==> config.mk <==
export PLATFORM = sky130hd
export DESIGN_NAME = nand_host
export DESIGN_NICKNAME = d
export VERILOG_FILES = /design/src/hdl/nand_host_pkg.sv /design/src/hdl/nand_host.sv
export SDC_FILE = /design/constraint.sdc
export NUM_CORES = 1
export LEC_CHECK = 0
export BUFFER_PORTS_ARGS = -buffer_cell sky130_fd_sc_hd__clkbuf_2
export CORE_ASPECT_RATIO = 0.8
export CORE_MARGIN = 2
export CORE_UTILIZATION = 35
export DETAILED_ROUTE_END_ITERATION = 10
export HOLD_SLACK_MARGIN = 0.02
export PLACE_DENSITY_LB_ADDON = 0.2
export SLEW_MARGIN = 30
export SYNTH_ARGS = -nofsm -noshare
export SYNTH_HDL_FRONTEND = slang
export SYNTH_SLANG_ARGS = --single-unit
==> constraint.sdc <==
create_clock -name clk_i -period 4.1 [get_ports clk_i]
set_input_delay 0.41 -clock clk_i [delete_from_list [all_inputs] [get_ports clk_i]]
set_output_delay 0.41 -clock clk_i [all_outputs]
set_load 0.01 [all_outputs]
==> src/hdl/nand_host_pkg.sv <==
// Purpose: Shared constants and carriers for the NAND page read and program host.
// Assumes: 10 MHz clock; an 8-bit NAND port with 2,112-byte pages.
// Notes:   Register offsets are Avalon word addresses.
package nand_host_pkg;
	// ==========================================================
	// Timing
	localparam int CLK_MHZ            = 10;
	localparam int POWER_UP_US        = 100;
	localparam int ARRAY_READ_TIME_US = 25;
	localparam int WB_NS              = 100;
	localparam int CLK_NS             = 100;
	localparam logic [9:0] POWER_UP_CYC = 10'(POWER_UP_US * CLK_MHZ);
	localparam logic [9:0] ARRAY_READ_CYC = 10'(ARRAY_READ_TIME_US * CLK_MHZ);
	localparam logic [9:0] WB_CYC = 10'((WB_NS + CLK_NS - 1) / CLK_NS);
	localparam logic [9:0] RE_LOW_CYC = 10'h003;
	// ==========================================================
	// Page geometry
	localparam logic [11:0] PAGE_BYTES = 12'h840;
	localparam logic [2:0]  FULL_ADDR  = 3'h5;
	localparam logic [2:0]  COL_ADDR   = 3'h2;
	localparam logic [2:0]  BLOCK_ADDR = 3'h3;
	localparam int PLANE_BIT = 6;
	// ==========================================================
	// Command bytes
	localparam logic [7:0] CMD_READ     = 8'h00;
	localparam logic [7:0] CMD_READ_GO  = 8'h30;
	localparam logic [7:0] CMD_READ_CPY = 8'h35;
	localparam logic [7:0] CMD_RND_OUT  = 8'h05;
	localparam logic [7:0] CMD_RND_GO   = 8'he0;
	localparam logic [7:0] CMD_PROG     = 8'h80;
	localparam logic [7:0] CMD_RND_IN   = 8'h85;
	localparam logic [7:0] CMD_CONFIRM  = 8'h10;
	localparam logic [7:0] CMD_DUMMY    = 8'h11;
	localparam logic [7:0] CMD_PLANE2   = 8'h81;
	localparam logic [7:0] CMD_STATUS   = 8'h70;
	localparam logic [7:0] CMD_RESET    = 8'hff;
	localparam logic [7:0] CMD_ERASE    = 8'h60;
	localparam logic [7:0] CMD_ERASE_GO = 8'hd0;
	// ==========================================================
	// Registers and fields
	localparam logic [1:0] REG_CTRL   = 2'h0;
	localparam logic [1:0] REG_OP     = 2'h1;
	localparam logic [1:0] REG_DATA   = 2'h2;
	localparam logic [1:0] REG_STATUS = 2'h3;
	localparam int CTRL_WP_RELEASE = 0;
	localparam int CTRL_CE_HOLD    = 1;
	localparam int OP_KIND_LSB     = 8;
	localparam int ST_BUSY    = 0;
	localparam int ST_PWR_OK  = 1;
	localparam int ST_READY   = 2;
	localparam int ST_REFUSED = 3;
	localparam int ST_WP_N    = 4;
	localparam int ST_LATE    = 5;
	localparam logic [1:0] CTRL_RESET = 2'h0;
	localparam logic [2:0] KIND_CMD   = 3'h0;
	localparam logic [2:0] KIND_ADDR  = 3'h1;
	localparam logic [2:0] KIND_DIN   = 3'h2;
	localparam logic [2:0] KIND_DOUT  = 3'h3;
	localparam logic [2:0] KIND_WAIT  = 3'h4;
	// ==========================================================
	// Types
	typedef enum logic [2:0] {E_POWER, E_IDLE, E_STROBE, E_HOLD, E_READ, E_GAP, E_WAIT} eng_e;
	typedef enum logic [2:0] {P_IDLE, P_SETUP, P_PAGED, P_RNDOUT, P_LOAD, P_DUMMY, P_ERASE} proto_e;
	typedef struct packed {
		logic       cle;
		logic       ale;
		logic       ce_n;
		logic       we_n;
		logic       re_n;
		logic [7:0] dq;
		logic       dq_oe;
	} pins_s;
endpackage

==> src/hdl/nand_host.sv <==
// Purpose: Host controller driving a NAND memory port, ordered over Avalon-MM.
// Assumes: Software queues single bus cycles through the OP register.
// Notes:   Sequences that the memory would reject are refused and flagged.
`timescale 1ns/100ps
`default_nettype none

// What this block does
// - Chip select may drop between data strobes without losing buffered data.
// - Wait 100 us after power up before any command sequence.
// - Write protect low blocks program and erase; keep it low at power transitions.
// - Between dummy program and next-plane command only status or reset.
// - Copy-back only when source and destination share a plane.
// - Page read is 00h, five address bytes, then 30h.
// - Each output strobe falling edge presents the next byte.
// - Each page is programmed at most once between erasures.
// - Pages in a block are programmed in ascending order.
// - Up to 2,112 bytes load; unused bytes need not be loaded.
// - Program loading is 80h, five address bytes, then data bytes; the host accepts data after the first two.
// - While busy only status read and reset are issued; the host checks this for command bytes only, not for address or data cycles.
// - After 70h every read cycle returns the status byte.
module nand_host (
	// Clock, reset and enable
	input  wire logic        clk_i,
	input  wire logic        rst_n_i,
	input  wire logic        en_i,
	// Avalon-MM slave
	input  wire logic [1:0]  avs_address_i,
	input  wire logic        avs_read_i,
	input  wire logic        avs_write_i,
	input  wire logic [31:0] avs_writedata_i,
	output logic [31:0]      avs_readdata_o,
	output logic             avs_waitrequest_o,
	// NAND port
	output logic             cle_o,
	output logic             ale_o,
	output logic             ce_n_o,
	output logic             we_n_o,
	output logic             output_strobe_n_o,
	output logic             write_protect_n_o,
	output logic [7:0]       dq_o,
	output logic             dq_oe_o,
	input  wire logic [7:0]  dq_i,
	input  wire logic        ready_busy_n_i
);
	// ==========================================================
	// State
	typedef struct packed {
		nand_host_pkg::eng_e   eng;
		nand_host_pkg::proto_e proto;
		logic [9:0]            cnt;
		logic [2:0]            kind;
		logic [7:0]            byte_v;
		logic                  status_mode;
		logic                  copy_src;
		logic                  copy_mode;
		logic                  data_seen;
		logic [2:0]            nadr;
		logic [11:0]           col;
		logic [17:0]           row;
		logic [17:0]           src_row;
		logic [17:0]           last_row;
		logic                  last_ok;
		logic [1:0]            ctrl;
		logic                  refused;
		logic                  late;
		logic [7:0]            rdata;
		logic [31:0]           rd_word;
		logic                  rd_done;
		logic [1:0]            rb_sync;
		logic [7:0]            dq_s1;
		logic [7:0]            dq_s2;
		nand_host_pkg::pins_s  pins;
	} state_s;

	state_s st_reg;
	state_s st_next;

	logic       op_go;
	logic       bus_wr;
	logic       ok;
	logic       ready;
	logic [7:0] c;
	logic [2:0] kind_in;
	logic [2:0] adr_lim;
	logic [2:0] idx;

	assign ready = st_reg.rb_sync[1];
	assign kind_in = avs_writedata_i[nand_host_pkg::OP_KIND_LSB +: 3];
	assign c = avs_writedata_i[7:0];
	// OP writes stall while the engine works, which paces software.
	assign avs_waitrequest_o = !en_i || (avs_read_i && !st_reg.rd_done) ||
		(avs_write_i && avs_address_i == nand_host_pkg::REG_OP &&
		st_reg.eng != nand_host_pkg::E_IDLE);
	assign bus_wr = avs_write_i && !avs_waitrequest_o;
	assign op_go = bus_wr && avs_address_i == nand_host_pkg::REG_OP;
	assign avs_readdata_o = st_reg.rd_word;

	always_comb begin
		st_next = st_reg;
		ok = 1'b0;
		adr_lim = nand_host_pkg::FULL_ADDR;
		idx = st_reg.nadr;
		st_next.rb_sync = {st_reg.rb_sync[0], ready_busy_n_i};
		st_next.dq_s1 = dq_i;
		st_next.dq_s2 = st_reg.dq_s1;
		// ==========================================================
		// Register access
		if (avs_read_i && !st_reg.rd_done) begin
			st_next.rd_done = 1'b1;
			case (avs_address_i)
				nand_host_pkg::REG_CTRL: st_next.rd_word = {30'h0, st_reg.ctrl};
				nand_host_pkg::REG_DATA: st_next.rd_word = {24'h0, st_reg.rdata};
				nand_host_pkg::REG_STATUS: st_next.rd_word = {26'h0, st_reg.late,
					write_protect_n_o,
					st_reg.refused, ready, st_reg.eng != nand_host_pkg::E_POWER,
					st_reg.eng != nand_host_pkg::E_IDLE};
				default: st_next.rd_word = 32'h0;
			endcase
		end else begin
			st_next.rd_done = 1'b0;
		end
		if (bus_wr && avs_address_i == nand_host_pkg::REG_CTRL) begin
			st_next.ctrl = avs_writedata_i[1:0];
		end
		if (bus_wr && avs_address_i == nand_host_pkg::REG_STATUS) begin
			if (avs_writedata_i[nand_host_pkg::ST_REFUSED]) begin
				st_next.refused = 1'b0;
			end
			if (avs_writedata_i[nand_host_pkg::ST_LATE]) begin
				st_next.late = 1'b0;
			end
		end
		// ==========================================================
		// Sequence checks on a new bus cycle
		if (op_go) begin
			st_next.kind = kind_in;
			st_next.byte_v = c;
			case (kind_in)
				nand_host_pkg::KIND_CMD: begin
					case (c)
						nand_host_pkg::CMD_READ: ok = 1'b1;
						nand_host_pkg::CMD_READ_GO, nand_host_pkg::CMD_READ_CPY: ok =
							st_reg.proto == nand_host_pkg::P_SETUP &&
							st_reg.nadr == nand_host_pkg::FULL_ADDR;
						nand_host_pkg::CMD_RND_OUT: ok = st_reg.proto == nand_host_pkg::P_PAGED;
						nand_host_pkg::CMD_RND_GO: ok = st_reg.proto == nand_host_pkg::P_RNDOUT &&
							st_reg.nadr == nand_host_pkg::COL_ADDR;
						nand_host_pkg::CMD_PROG: ok = st_reg.proto != nand_host_pkg::P_DUMMY;
						nand_host_pkg::CMD_PLANE2: ok = st_reg.proto == nand_host_pkg::P_DUMMY;
						nand_host_pkg::CMD_RND_IN: ok = st_reg.proto == nand_host_pkg::P_LOAD ||
							(st_reg.proto == nand_host_pkg::P_PAGED && st_reg.copy_src);
						// confirm needs data or copy source
						nand_host_pkg::CMD_CONFIRM, nand_host_pkg::CMD_DUMMY: ok =
							st_reg.proto == nand_host_pkg::P_LOAD &&
							(st_reg.data_seen || st_reg.copy_mode) &&
							!(st_reg.copy_mode && st_reg.row[nand_host_pkg::PLANE_BIT] !=
							st_reg.src_row[nand_host_pkg::PLANE_BIT]) &&
							!(st_reg.last_ok && st_reg.row[17:6] == st_reg.last_row[17:6] &&
							st_reg.row[5:0] <= st_reg.last_row[5:0]);
						nand_host_pkg::CMD_ERASE: ok = st_reg.proto != nand_host_pkg::P_DUMMY;
						nand_host_pkg::CMD_ERASE_GO: ok = st_reg.proto == nand_host_pkg::P_ERASE &&
							st_reg.nadr == nand_host_pkg::BLOCK_ADDR;
						nand_host_pkg::CMD_STATUS, nand_host_pkg::CMD_RESET: ok = 1'b1;
						default: ok = 1'b0;
					endcase
					// busy memory takes only status or reset
					if (!ready && c != nand_host_pkg::CMD_STATUS &&
						c != nand_host_pkg::CMD_RESET) begin
						ok = 1'b0;
					end
					if (st_reg.proto == nand_host_pkg::P_DUMMY && c != nand_host_pkg::CMD_STATUS &&
						c != nand_host_pkg::CMD_RESET && c != nand_host_pkg::CMD_PLANE2) begin
						ok = 1'b0;
					end
					if (ok) begin
						// status mode lasts until another command
						st_next.status_mode = c == nand_host_pkg::CMD_STATUS;
						if (c != nand_host_pkg::CMD_STATUS) begin
							st_next.nadr = 3'h0;
						end
						case (c)
							nand_host_pkg::CMD_READ: st_next.proto = nand_host_pkg::P_SETUP;
							nand_host_pkg::CMD_RESET: st_next.proto = nand_host_pkg::P_SETUP;
							nand_host_pkg::CMD_READ_GO, nand_host_pkg::CMD_READ_CPY,
							nand_host_pkg::CMD_RND_GO: begin
								st_next.proto = nand_host_pkg::P_PAGED;
								if (c != nand_host_pkg::CMD_RND_GO) begin
									st_next.copy_src = c == nand_host_pkg::CMD_READ_CPY;
									st_next.src_row = st_reg.row;
								end
							end
							nand_host_pkg::CMD_RND_OUT: st_next.proto = nand_host_pkg::P_RNDOUT;
							nand_host_pkg::CMD_PROG, nand_host_pkg::CMD_PLANE2: begin
								st_next.proto = nand_host_pkg::P_LOAD;
								st_next.data_seen = 1'b0;
								st_next.copy_mode = 1'b0;
							end
							nand_host_pkg::CMD_RND_IN: begin
								st_next.proto = nand_host_pkg::P_LOAD;
								if (st_reg.proto == nand_host_pkg::P_PAGED) begin
									st_next.copy_mode = 1'b1;
									st_next.data_seen = 1'b0;
								end
							end
							nand_host_pkg::CMD_CONFIRM: begin
								st_next.proto = nand_host_pkg::P_IDLE;
								st_next.last_row = st_reg.row;
								st_next.last_ok = 1'b1;
							end
							nand_host_pkg::CMD_DUMMY: st_next.proto = nand_host_pkg::P_DUMMY;
							nand_host_pkg::CMD_ERASE: st_next.proto = nand_host_pkg::P_ERASE;
							nand_host_pkg::CMD_ERASE_GO: begin
								st_next.proto = nand_host_pkg::P_IDLE;
								if (st_reg.row[17:6] == st_reg.last_row[17:6]) begin
									st_next.last_ok = 1'b0;
								end
							end
							default: st_next.proto = st_reg.proto;
						endcase
					end
				end
				nand_host_pkg::KIND_ADDR: begin
					if (st_reg.proto == nand_host_pkg::P_RNDOUT) begin
						adr_lim = nand_host_pkg::COL_ADDR;
					end else if (st_reg.proto == nand_host_pkg::P_ERASE) begin
						adr_lim = nand_host_pkg::BLOCK_ADDR;
						idx = st_reg.nadr + 3'h2;
					end
					ok = st_reg.nadr < adr_lim && (st_reg.proto == nand_host_pkg::P_SETUP ||
						st_reg.proto == nand_host_pkg::P_RNDOUT ||
						st_reg.proto == nand_host_pkg::P_LOAD ||
						st_reg.proto == nand_host_pkg::P_ERASE);
					if (ok) begin
						st_next.nadr = st_reg.nadr + 3'h1;
						case (idx)
							3'h0: st_next.col[7:0] = c;
							3'h1: st_next.col[11:8] = c[3:0];
							3'h2: st_next.row[7:0] = c;
							3'h3: st_next.row[15:8] = c;
							default: st_next.row[17:16] = c[1:0];
						endcase
					end
				end
				// loading stops at the last column
				nand_host_pkg::KIND_DIN: begin
					ok = st_reg.proto == nand_host_pkg::P_LOAD &&
						st_reg.nadr >= nand_host_pkg::COL_ADDR &&
						st_reg.col < nand_host_pkg::PAGE_BYTES;
					if (ok) begin
						st_next.col = st_reg.col + 12'h001;
						st_next.data_seen = 1'b1;
					end
				end
				// output advances to the last column, status any time
				nand_host_pkg::KIND_DOUT: begin
					ok = st_reg.status_mode || (st_reg.proto == nand_host_pkg::P_PAGED &&
						st_reg.col < nand_host_pkg::PAGE_BYTES);
					if (ok && !st_reg.status_mode) begin
						st_next.col = st_reg.col + 12'h001;
					end
				end
				nand_host_pkg::KIND_WAIT: ok = 1'b1;
				default: ok = 1'b0;
			endcase
			if (ok) begin
				st_next.cnt = 10'h000;
				if (kind_in == nand_host_pkg::KIND_WAIT) begin
					st_next.eng = nand_host_pkg::E_WAIT;
				end else if (kind_in == nand_host_pkg::KIND_DOUT) begin
					st_next.eng = nand_host_pkg::E_READ;
				end else begin
					st_next.eng = nand_host_pkg::E_STROBE;
				end
			end else begin
				st_next.refused = 1'b1;
			end
		end
		// ==========================================================
		// Strobe engine
		case (st_reg.eng)
			// power-up recovery, read setup is implied after it
			nand_host_pkg::E_POWER: begin
				st_next.cnt = st_reg.cnt + 10'h001;
				if (st_reg.cnt == nand_host_pkg::POWER_UP_CYC - 10'h001) begin
					st_next.eng = nand_host_pkg::E_IDLE;
					st_next.proto = nand_host_pkg::P_SETUP;
				end
			end
			nand_host_pkg::E_STROBE: st_next.eng = nand_host_pkg::E_HOLD;
			nand_host_pkg::E_HOLD: st_next.eng = nand_host_pkg::E_GAP;
			// one byte per falling output strobe
			nand_host_pkg::E_READ: begin
				st_next.cnt = st_reg.cnt + 10'h001;
				if (st_reg.cnt == nand_host_pkg::RE_LOW_CYC - 10'h001) begin
					st_next.rdata = st_reg.dq_s2;
					st_next.eng = nand_host_pkg::E_GAP;
				end
			end
			nand_host_pkg::E_GAP: st_next.eng = nand_host_pkg::E_IDLE;
			// wait out the busy period, completion seen on ready
			nand_host_pkg::E_WAIT: begin
				if (st_reg.cnt != 10'h3ff) begin
					st_next.cnt = st_reg.cnt + 10'h001;
				end
				if (st_reg.cnt > nand_host_pkg::WB_CYC && ready) begin
					st_next.eng = nand_host_pkg::E_IDLE;
				end else if (st_reg.cnt == nand_host_pkg::ARRAY_READ_CYC &&
					st_reg.proto == nand_host_pkg::P_PAGED && !st_reg.status_mode) begin
					st_next.late = 1'b1;
				end
			end
			// Idle keeps whatever a new bus cycle has just started.
			default: ;
		endcase
		// ==========================================================
		// Pin drive follows the next engine state
		st_next.pins.cle = 1'b0;
		st_next.pins.ale = 1'b0;
		st_next.pins.we_n = 1'b1;
		st_next.pins.re_n = 1'b1;
		st_next.pins.dq_oe = 1'b0;
		st_next.pins.dq = st_next.byte_v;
		if (st_next.eng == nand_host_pkg::E_STROBE || st_next.eng == nand_host_pkg::E_HOLD) begin
			// latch enables select command, address or data
			st_next.pins.cle = st_next.kind == nand_host_pkg::KIND_CMD;
			st_next.pins.ale = st_next.kind == nand_host_pkg::KIND_ADDR;
			st_next.pins.we_n = st_next.eng != nand_host_pkg::E_STROBE;
			st_next.pins.dq_oe = 1'b1;
		end
		if (st_next.eng == nand_host_pkg::E_READ) begin
			st_next.pins.re_n = 1'b0;
		end
		// release select between data strobes unless held, select during strobes
		st_next.pins.ce_n = !(st_next.eng != nand_host_pkg::E_IDLE ||
			st_next.ctrl[nand_host_pkg::CTRL_CE_HOLD] ||
			!(st_next.proto == nand_host_pkg::P_PAGED || st_next.proto == nand_host_pkg::P_LOAD ||
			st_next.proto == nand_host_pkg::P_IDLE));
		if (st_next.eng == nand_host_pkg::E_POWER) begin
			st_next.pins.ce_n = 1'b1;
		end
	end

	always_ff @(posedge clk_i or negedge rst_n_i) begin
		if (!rst_n_i) begin
			st_reg <= '0;
			st_reg.eng <= nand_host_pkg::E_POWER;
			st_reg.proto <= nand_host_pkg::P_IDLE;
			st_reg.ctrl <= nand_host_pkg::CTRL_RESET;
			st_reg.pins.ce_n <= 1'b1;
			st_reg.pins.we_n <= 1'b1;
			st_reg.pins.re_n <= 1'b1;
		end else if (en_i) begin
			st_reg <= st_next;
		end
	end

	// ==========================================================
	// Outputs
	assign cle_o = st_reg.pins.cle;
	assign ale_o = st_reg.pins.ale;
	assign ce_n_o = st_reg.pins.ce_n;
	assign we_n_o = st_reg.pins.we_n;
	assign output_strobe_n_o = st_reg.pins.re_n;
	assign dq_o = st_reg.pins.dq;
	assign dq_oe_o = st_reg.pins.dq_oe;
	// protect held low through power-up and until software releases it
	assign write_protect_n_o = st_reg.eng != nand_host_pkg::E_POWER &&
		st_reg.ctrl[nand_host_pkg::CTRL_WP_RELEASE];
endmodule

`default_nettype wire

* Word-level counts from Yosys, hierarchy flattened *
Index checks and enable logic that the tools add are counted.

word-level totals
  register bits = 170
  output and inout bits = 48
  logic and storage cells = 279

operators by class
  add/subtract/negate cells = 4
  $lt $le $gt $ge = 5
  equality and inequality tests = 68
  multiplexer cells = 73
  bitwise gates (word level) = 1
  reductions and logical operators = 94

operators by type and width
  operator              number
  $mux W101             1
  $mux W37              2
  $mux W18              4
  $mux W3               18
  $eq A8 B8 Y1 const B  6
  $eq A3 B2 Y1 const B  13
  $pmux W12 S3          1
  $mux W33              1
  $logic_and A1 B1 Y1   31
  $eq A3 B3 Y1 const B  10
  $mux W12              2
  $mux W8               3
  $ne A8 B8 Y1 const B  3
  $pmux W8 S3           1
  $reduce_and A6 Y1     4
  $mux W1               21
  $pmux W3 S7           1
  $reduce_and A7 Y1     3
  $mux W10              2
  $pmux W10 S2          1
  $reduce_and A5 Y1     4
  $logic_not A3 Y1      6
  $pmux W3 S6           1
  $eq A8 B5 Y1 const B  2
  49 further kinds      104

* Logic depth before layout (Yosys ltp) *
Gate-level depths: netlist of run 1.

  depth after elaboration = 23
  depth in mapped cells = 14
  mapped depth without buffers = 12

* Worst setup path after synthesis of run 1 *
No wires, ideal clock.

  path kind = reg-to-reg
  from = register st_reg[172] (netlist bit)
  to = register st_reg[123] (netlist bit)
  arrival = 3050 ps
  data required time = 3975 ps
  path slack = 925 ps
  stages on the path, launching flop included = 13
  buffers on the path = 2
  period minus slack after synthesis = 3175 ps
  path through = dfrtp_1 buf_2 xnor2_1 nor2_1 inv_1 ha_1 a21oi_1 a21boi_1 nor3_1 nand3_1 or4_1 clkbuf_1 mux2_2

on the way
  word-level cells in the longest chain between the ends = 8
  elaborated cells on any way between the ends = 19
  those cells by class = 1 x order compare; 5 x eq/ne; 8 x mux; 5 x reduce/logical

RTL lines
  element                          RTL line                            text
  start, declared                  nand_host.sv:75                     state_s st_reg;
  start signal, assigned           nand_host.sv:353                    st_reg <= st_next;
  $eq A3 B3 Y1                     nand_host.sv:225, nand_host.sv:232
  $mux W3                          nand_host.sv:225                    end else if (st_reg.proto == nand_host_pkg::P_ERASE) begin
  $mux W3                          nand_host.sv:223                    if (st_reg.proto == nand_host_pkg::P_RNDOUT) begin
  $mux W3                          nand_host.sv:138                    case (kind_in)
  $mux W3                          nand_host.sv:135                    if (op_go) begin
  $lt A3 B3 Y1                     nand_host.sv:229                    ok = st_reg.nadr < adr_lim && (st_reg.proto == nand_host_pkg::P_SETUP ||
  $logic_and A1 B1 Y1              nand_host.sv:229
  $reduce_and A5 Y1 (no line) (*)  n/a

Mark *: on every way between the ends. The rest lies on a longest branch, timed or not. The select of a mux whose other input is x is not followed.
A chain may end at the register's enable or synchronous reset.

* Worst setup path after layout of run 1 *
  from = register st_reg[176] (netlist bit)
  to = register st_reg[78] (netlist bit)

on the way
  word-level cells in the longest chain between the ends = 7

RTL lines
  element                      RTL line         text
  $ne A3 B1 Y1                 nand_host.sv:93  st_reg.eng != nand_host_pkg::E_IDLE);
  $logic_and A1 B1 Y1          nand_host.sv:92  (avs_write_i && avs_address_i == nand_host_pkg::REG_OP &&
  $logic_or A1 B1 Y1           nand_host.sv:91  assign avs_waitrequest_o = !en_i || (avs_read_i && !st_reg.rd_done) ||
  $logic_not A1 Y1             nand_host.sv:94  assign bus_wr = avs_write_i && !avs_waitrequest_o;
  $logic_and A1 B1 Y1          nand_host.sv:94
  $logic_and A1 B1 Y1          nand_host.sv:95  assign op_go = bus_wr && avs_address_i == nand_host_pkg::REG_OP;
  $reduce_and A5 Y1 (no line)  n/a

Every way passes these cells.

==> results of run 1 <==
## synthesized netlist by cell type, drive strengths merged, types with 4 or more instances
cell,instances,area [sq um]
o31ai,8,60.1
nand3,22,110
a21oi,48,240
nand4,16,115
nor4,7,58.8
or3,8,50.1
nand2,67,251
o22a,5,43.8
o2bb2ai,5,43.8
o21ai,34,170
mux2i,5,50.1
clkbuf,29,109
inv,27,101
nor2,49,200
buf,49,363
mux2,75,878
or4,6,45.0
nor2b,7,51.3
or4b,4,43.8
a22o,6,52.6
or2,5,31.3
a31oi,10,62.6
a21o,7,52.6
dfrtp,126,3150
xnor2,17,149
nor3,23,115
nand3b,5,37.5
ha,18,225
and3,4,25.0
nand2b,11,76.3
## worst min-delay path by stage
| stage | end | startpoint |
|---|---|---|
| after floorplan | ale_o | rst_n_i |
| after global placement | st_reg[89] | rst_n_i |
| after detailed placement | st_reg[89] | rst_n_i |
| after CTS | st_next[16] | dq_i[2] |
| after global routing | st_next[21] | dq_i[7] |
| final | st_next[16] | dq_i[2] |
## power by group
part / internal, mW / leakage (nW) / switching, mW / total [mW]
sequential: 1.45 / 1.71 / 0.170 / 1.62
clock: 0.909 / 0.281 / 0.634 / 1.54
combinational: 0.326 / 1.86 / 0.449 / 0.775
## final cells by class
class,count,area (sq um),share of cell area [%]
repair buffers,66,379,4.47
clock inverters,13,153,1.80
inverters,28,105,1.24
clock buffers,19,433,5.10
flip-flops and latches,129,3230,38.1
multi-input cells,552,3840,45.3
well taps,275,344,4.05
## worst reg2reg max path: cells and delay by family, from the launching register on
kind / cells / cell delay [ns]
AO/OA/AOI/OAI: 1 / 0.24
flip-flops: 1 / 0.52
multiplexers: 1 / 0.40
AND/OR/NAND/NOR: 6 / 2.14
## cell families after synthesis
logic type	Yosys count
AO/OA/AOI/OAI	163
XOR/XNOR	20
adder cells (fa/ha/maj)	18
buffers and inverters	106
flip-flops	129
multiplexers	80
other	1
AND/OR/NAND/NOR	247
## repair_timing
action	in CTS	in global routing
buffers inserted	0	0
hold buffers	1	0
endpoints found under the hold margin	62	0
## routing by layer
layer	up-vias	track usage, %
li1	2762	-
met1	2796	26.0
met2	195	24.0
met3	21	3.65
met4	0	6.08
met5	-	0
==> results.toml, run 1 <==
[outcome]
status = "complete, no violations"

[critical_path]
r2r_cells = 8
crit_required_ns = 4.40
crit_buf_inv = 0
cp_top_family = "simple AND/OR/NAND/NOR gates"
crit_arrival_ns = 3.72
crit_fanout = 23
crit_path_cell_trace = "or4b_1, or4b_4, nand2b_4, nor2b_4, o31a_4, nand4_4, nor2_8, mux2_2"
reg2reg_from = "st_reg[176]"
rrSetupSlack_ns = 0.68
crit_start = "st_reg[176]"
reg2reg_to = "st_reg[78]"
startpoint_type = "register"
max_stage_delay_ns = 0.69
cp-end-kind = "register"
endpoint = "st_reg[78]"
slowest_stage = "or4b_4"
crit_type = "reg -> reg"
cp.depth = 8

[synth]
synth_top_family_by_area = "simple AND/OR/NAND/NOR gates"
synthFlopType = "dfrtp_1"
yosysUniqueCellTypes = 78
yosys_warnings = 0
synth-seq-cells = 129
synthSimpleGateAreaFrac_pct = 17.5
synth_enable_flop_cells = 0
seq_area_frac_synth_pct = 42.7
synth_xor_area_share_pct = 2.32
synthCells = 764
async_flop_share_pct = 100
synthAdderAreaFrac_pct = 2.98
synth_compound_area_share_pct = 14.5
syn_avg_cell_area_sq_um = 9.90
syn_area_sq_mm = 0.00756
synth.mux.area_fraction_pct = 12.3

[clock_tree]
cts_buffer_depth = 2
cts_max_level = 4
cts.sinks = 129
worstSkewPairLatency_ns = 0.43
cts_buffers = 17
cts_root_buffer = "clkbuf_16"
path_clk_slew_ns = 0.07
cts_tree = "done"
cts_resized = 0

[timing]
finalHoldViolCount = 0
fin_skew_ns = 0.00999
rsz0062_at_grt = "no"
holdWs_ns = 0.207
fmax_ghz = 0.293
tns_ns = 0
relSlewSlack_pct = 50.0
finalSetupViolCount = 0
worst_slack_ns = 0.682
drv_slew = 0
min_period_ns = 3.42
worstMarginPinSlew_ns = 0.747
final.period_utilization_pct = 83.4

[route]
top_layer_used = "met4"
drtAntennaViolNets = 0
first_iter_violations = 587
met1_length_mm = 9.76
routed_via_density = 5.34
dr_wl_met2_mm = 7.73
wirelength_mm = 18.9
met3_wirelength_mm = 1.10
vias = 5774
first_pass_iters = 5
drcViolationCount = 0
wire_per_inst_um = 17.4

[die]
die_y_um = 135
dieWidth_um = 168
ios = 96
die_area_sq_mm = 0.0228
initial_core_util_pct = 35.4
rows = 48
core_area_sq_mm = 0.0214

[hold_path]
hold_depth = 2
min_path_type = "in -> reg"

[power_and_ir_drop]
vdd_drop_max_mv = 0.277
power_mw = 3.94
power_leakage_nw = 3.85
p_per_area_mw_per_mm2 = 464

[placed_design]
portBuffers = 50
placed_cell_area_sq_mm = 0.00789
pre_cts_slack_ns = 0.618
place_hpwl_mm = 13.1
gp_congestion = 0.862
dpl.cell_count = 1049

[cells_and_area]
layout_common_cells = "dfrtp_1, nand2_1, mux2_2"
fill_cells = 2130
final_cells = 1082
post-route-util_pct = 39.7
layout-drive-gt1-share_pct = 23.7
final_area_sq_mm = 0.00849
layout_commonest_cell = "dfrtp_1"
insertedDiodeCount = 0
nNetsFinal = 860
area_growth_syn_to_layout_pct = 12.2
largest_reg_flops = 97

[global_routing]
grt.total_usage_pct = 17.2
antenna_found_initial = 0
grt_max_degree = 65
grt_pass1_wl_mm = 30.5
first_global_vias = 5392
grt.overflow.total = 0

[job]
max-cap-violations = 0
Power figures use the tool's default switching activity.
==> run 2: changes to the inputs <==
--- a/config.mk
+++ b/config.mk
@@ -5,6 +5,7 @@
 export SDC_FILE = /design/constraint.sdc
 export NUM_CORES = 1
 export LEC_CHECK = 0
+export ABC_AREA = 1
 export BUFFER_PORTS_ARGS = -buffer_cell sky130_fd_sc_hd__clkbuf_2
 export CORE_ASPECT_RATIO = 0.8
 export CORE_MARGIN = 2
==> constraint.sdc (replaced) <==
create_clock -name clk_i -period 3.18 [get_ports clk_i]
set_input_delay 0.318 -clock clk_i [delete_from_list [all_inputs] [get_ports clk_i]]
set_output_delay 0.318 -clock clk_i [all_outputs]
set_load 0.01 [all_outputs]
==> results.toml, run 2 <==
[synth]
yosysTopAreaCellShare_pct = 42.2
synth_common_cells = "nand2_1, dfrtp_1, inv_1"
synthCells = 991
synth-seq-cells = 129
syn_avg_cell_area_sq_um = 7.54
synthFlopType = "dfrtp_1"
yosysMostFrequentCell = "nand2_1"
yosys_warnings = 0
yosysUniqueCellTypes = 48
syn_area_sq_mm = 0.00748
seq_area_frac_synth_pct = 43.2
synthTopCellsByArea = "dfrtp_1, nand2_1, o21ai_0"
yosysTopAreaCell = "dfrtp_1"
async_flop_share_pct = 100
synth_enable_flop_cells = 0

[timing]
drv_slew = 0
worstMarginPinSlew_ns = 0.611
finalSetupViolCount = 0
min_period_ns = 2.72
finalHoldViolCount = 0
relSlewSlack_pct = 59.2
tns_ns = 0
holdWs_ns = 0.0923
fmax_ghz = 0.368
worst_slack_ns = 0.461
rsz0062_at_grt = "no"
final.period_utilization_pct = 85.5
fin_skew_ns = 0.0119

[hold_path]
hold_depth = 3
worstHoldStart = "dq_i[6]"
holdPathEnd = "st_next[20]"
min_path_type = "in -> reg"

[critical_path]
crit_fanout = 10
crit_arrival_ns = 3.06
slowest_stage = "dfrtp_1"
r2r_cells = 19
rrSetupSlack_ns = 0.46
cp-end-kind = "register"
reg2reg_from = "st_reg[172]"
max_stage_delay_ns = 0.44
crit_required_ns = 3.52
crit_path_cell_trace = "inv_2, nand2_1, nor2_1, inv_1, nand2_1, inv_1, ha_1, nand3_1, nand3_1, nor2_1, inv_2, nand2_1, a21oi_1, nand2_2, nand2_1, buf_4, nand3_1, nand3_1, a2bb2oi_1"
startpoint_type = "register"
crit_type = "reg -> reg"
reg2reg_to = "st_reg[167]"

[global_routing]
grt_pass1_wl_mm = 30.3
first_global_vias = 5888
antenna_found_initial = 0
grt_max_degree = 57
grt.total_usage_pct = 17.0
grt.overflow.total = 0

[clock_tree]
cts.sinks = 129
cts_buffer_depth = 2
path_clk_slew_ns = 0.06
cts_root_buffer = "clkbuf_16"
cts_buffers = 17
cts_resized = 0
cts_tree = "done"
ctsHoldBuffers = 1
postCtsSetupRepairBufs = 0
cts_max_level = 4
worstSkewPairLatency_ns = 0.42

[outcome]
failed_checks = "design-rule violations"
status = "finished with violations"

[die]
die_y_um = 135
initial_core_util_pct = 35.9
core_area_sq_mm = 0.0208
rows = 47
dieWidth_um = 167
die_area_sq_mm = 0.0226
ios = 96

[cells_and_area]
layout_common_cells = "nand2_1, dfrtp_1, inv_1"
nNetsFinal = 1103
layout-drive-gt1-share_pct = 13.6
insertedDiodeCount = 0
area_growth_syn_to_layout_pct = 13.7
multi_input_comb_area_sq_mm = 0.00345
largest_reg_flops = 97
final_area_sq_mm = 0.00850
seq_area_sq_mm = 0.00323
layout_commonest_cell = "nand2_1"
post-route-util_pct = 40.8
final_cells = 1319
fill_cells = 2150

[route]
first_iter_violations = 466
wirelength_mm = 18.4
drcViolationCount = 5
wire_per_inst_um = 13.9
vias = 6361
first_pass_iters = 10
drtAntennaViolNets = 0
routed_via_density = 4.82

[power_and_ir_drop]
power_mw = 5.55
power_leakage_nw = 4.29
vdd_drop_max_mv = 0.329
internal_power_mw = 3.63
switching_share_pct = 34.5
p_per_area_mw_per_mm2 = 652
clockPowerShare_pct = 36.7
combPwrFrac_pct = 25.7
netSwitchingPower_mw = 1.91
seqPwrFrac_pct = 37.6

[placed_design]
portBuffers = 50
gp_congestion = 0.865
place_hpwl_mm = 13.4
placed_cell_area_sq_mm = 0.00788
pre_cts_slack_ns = 0.495
dpl.cell_count = 1286

[job]
max-cap-violations = 0
==> run 2: kinds of logic (layout without fill, tap and decap cells) <==
logic type / after synthesis / after routing / share of synthesized area [%]
adders and majority gates: 18 / 18 / 3.01
xor gates and xnor gates: 12 / 12 / 1.41
AOI/OAI and AO/OA: 182 / 182 / 13.6
and+or+nand+nor: 454 / 454 / 26.2
muxes: 5 / 5 / 0.803
DFF: 129 / 129 / 43.2
buffers and inverters: 190 / 226 / 11.7
other: 1 / 24 / 0.0502
==> run 2: power by group through the flow <==
stage | sequential, mW | clock (mW) | combinational (mW)
final | 2.09 | 2.03 | 1.43
after global routing | 2.13 | 2.15 | 1.64
after CTS | 2.08 | 2.07 | 1.42
after detailed placement | 2.11 | 0 | 1.41
after global placement | 2.12 | 0 | 1.40
after floorplan | 2.08 | 0 | 1.08
==> run 2: worst max-delay path, delay by kind of cell (launching register included) <==
kind	cells	cell delay, ns
DFF	1	0.44
adders and majority gates	1	0.27
and+or+nand+nor	11	1.04
AOI/OAI and AO/OA	2	0.35
buffers and inverters	5	0.52
==> run 2: worst max path at each step <==
stage | start | endpoint | slack [ns] | cells after the start
after CTS | st_reg[172] | st_reg[167] | 0.47 | 19
after detailed placement | st_reg[172] | st_reg[167] | 0.50 | 18
after floorplan | st_reg[172] | st_reg[167] | 0.67 | 18
final | st_reg[172] | st_reg[167] | 0.46 | 19
after global placement | st_reg[172] | st_reg[169] | 0.53 | 18
after global routing | st_reg[172] | output_strobe_n_o | 0.14 | 21
==> run 2: final cells by class <==
| type | instances | area share, % |
|---|---|---|
| repair buffers | 65 | 4.52 |
| flip-flops and latches | 129 | 38.0 |
| inverters | 129 | 5.69 |
| well taps | 269 | 3.96 |
| multi-input cells | 695 | 40.6 |
| clock inverters | 12 | 1.71 |
| clock buffers | 20 | 5.49 |
==> run 2: layer usage <==
metal	global-route usage, %	wire length [um]	share of wire (%)	vias to the layer above
li1	-	-	-	3252
met1	25.7	9840	54	2955
met2	24.8	7560	41	143
met3	3.66	813	4.4	11
met4	3.86	142	0.77	0
met5	0	0	0	-
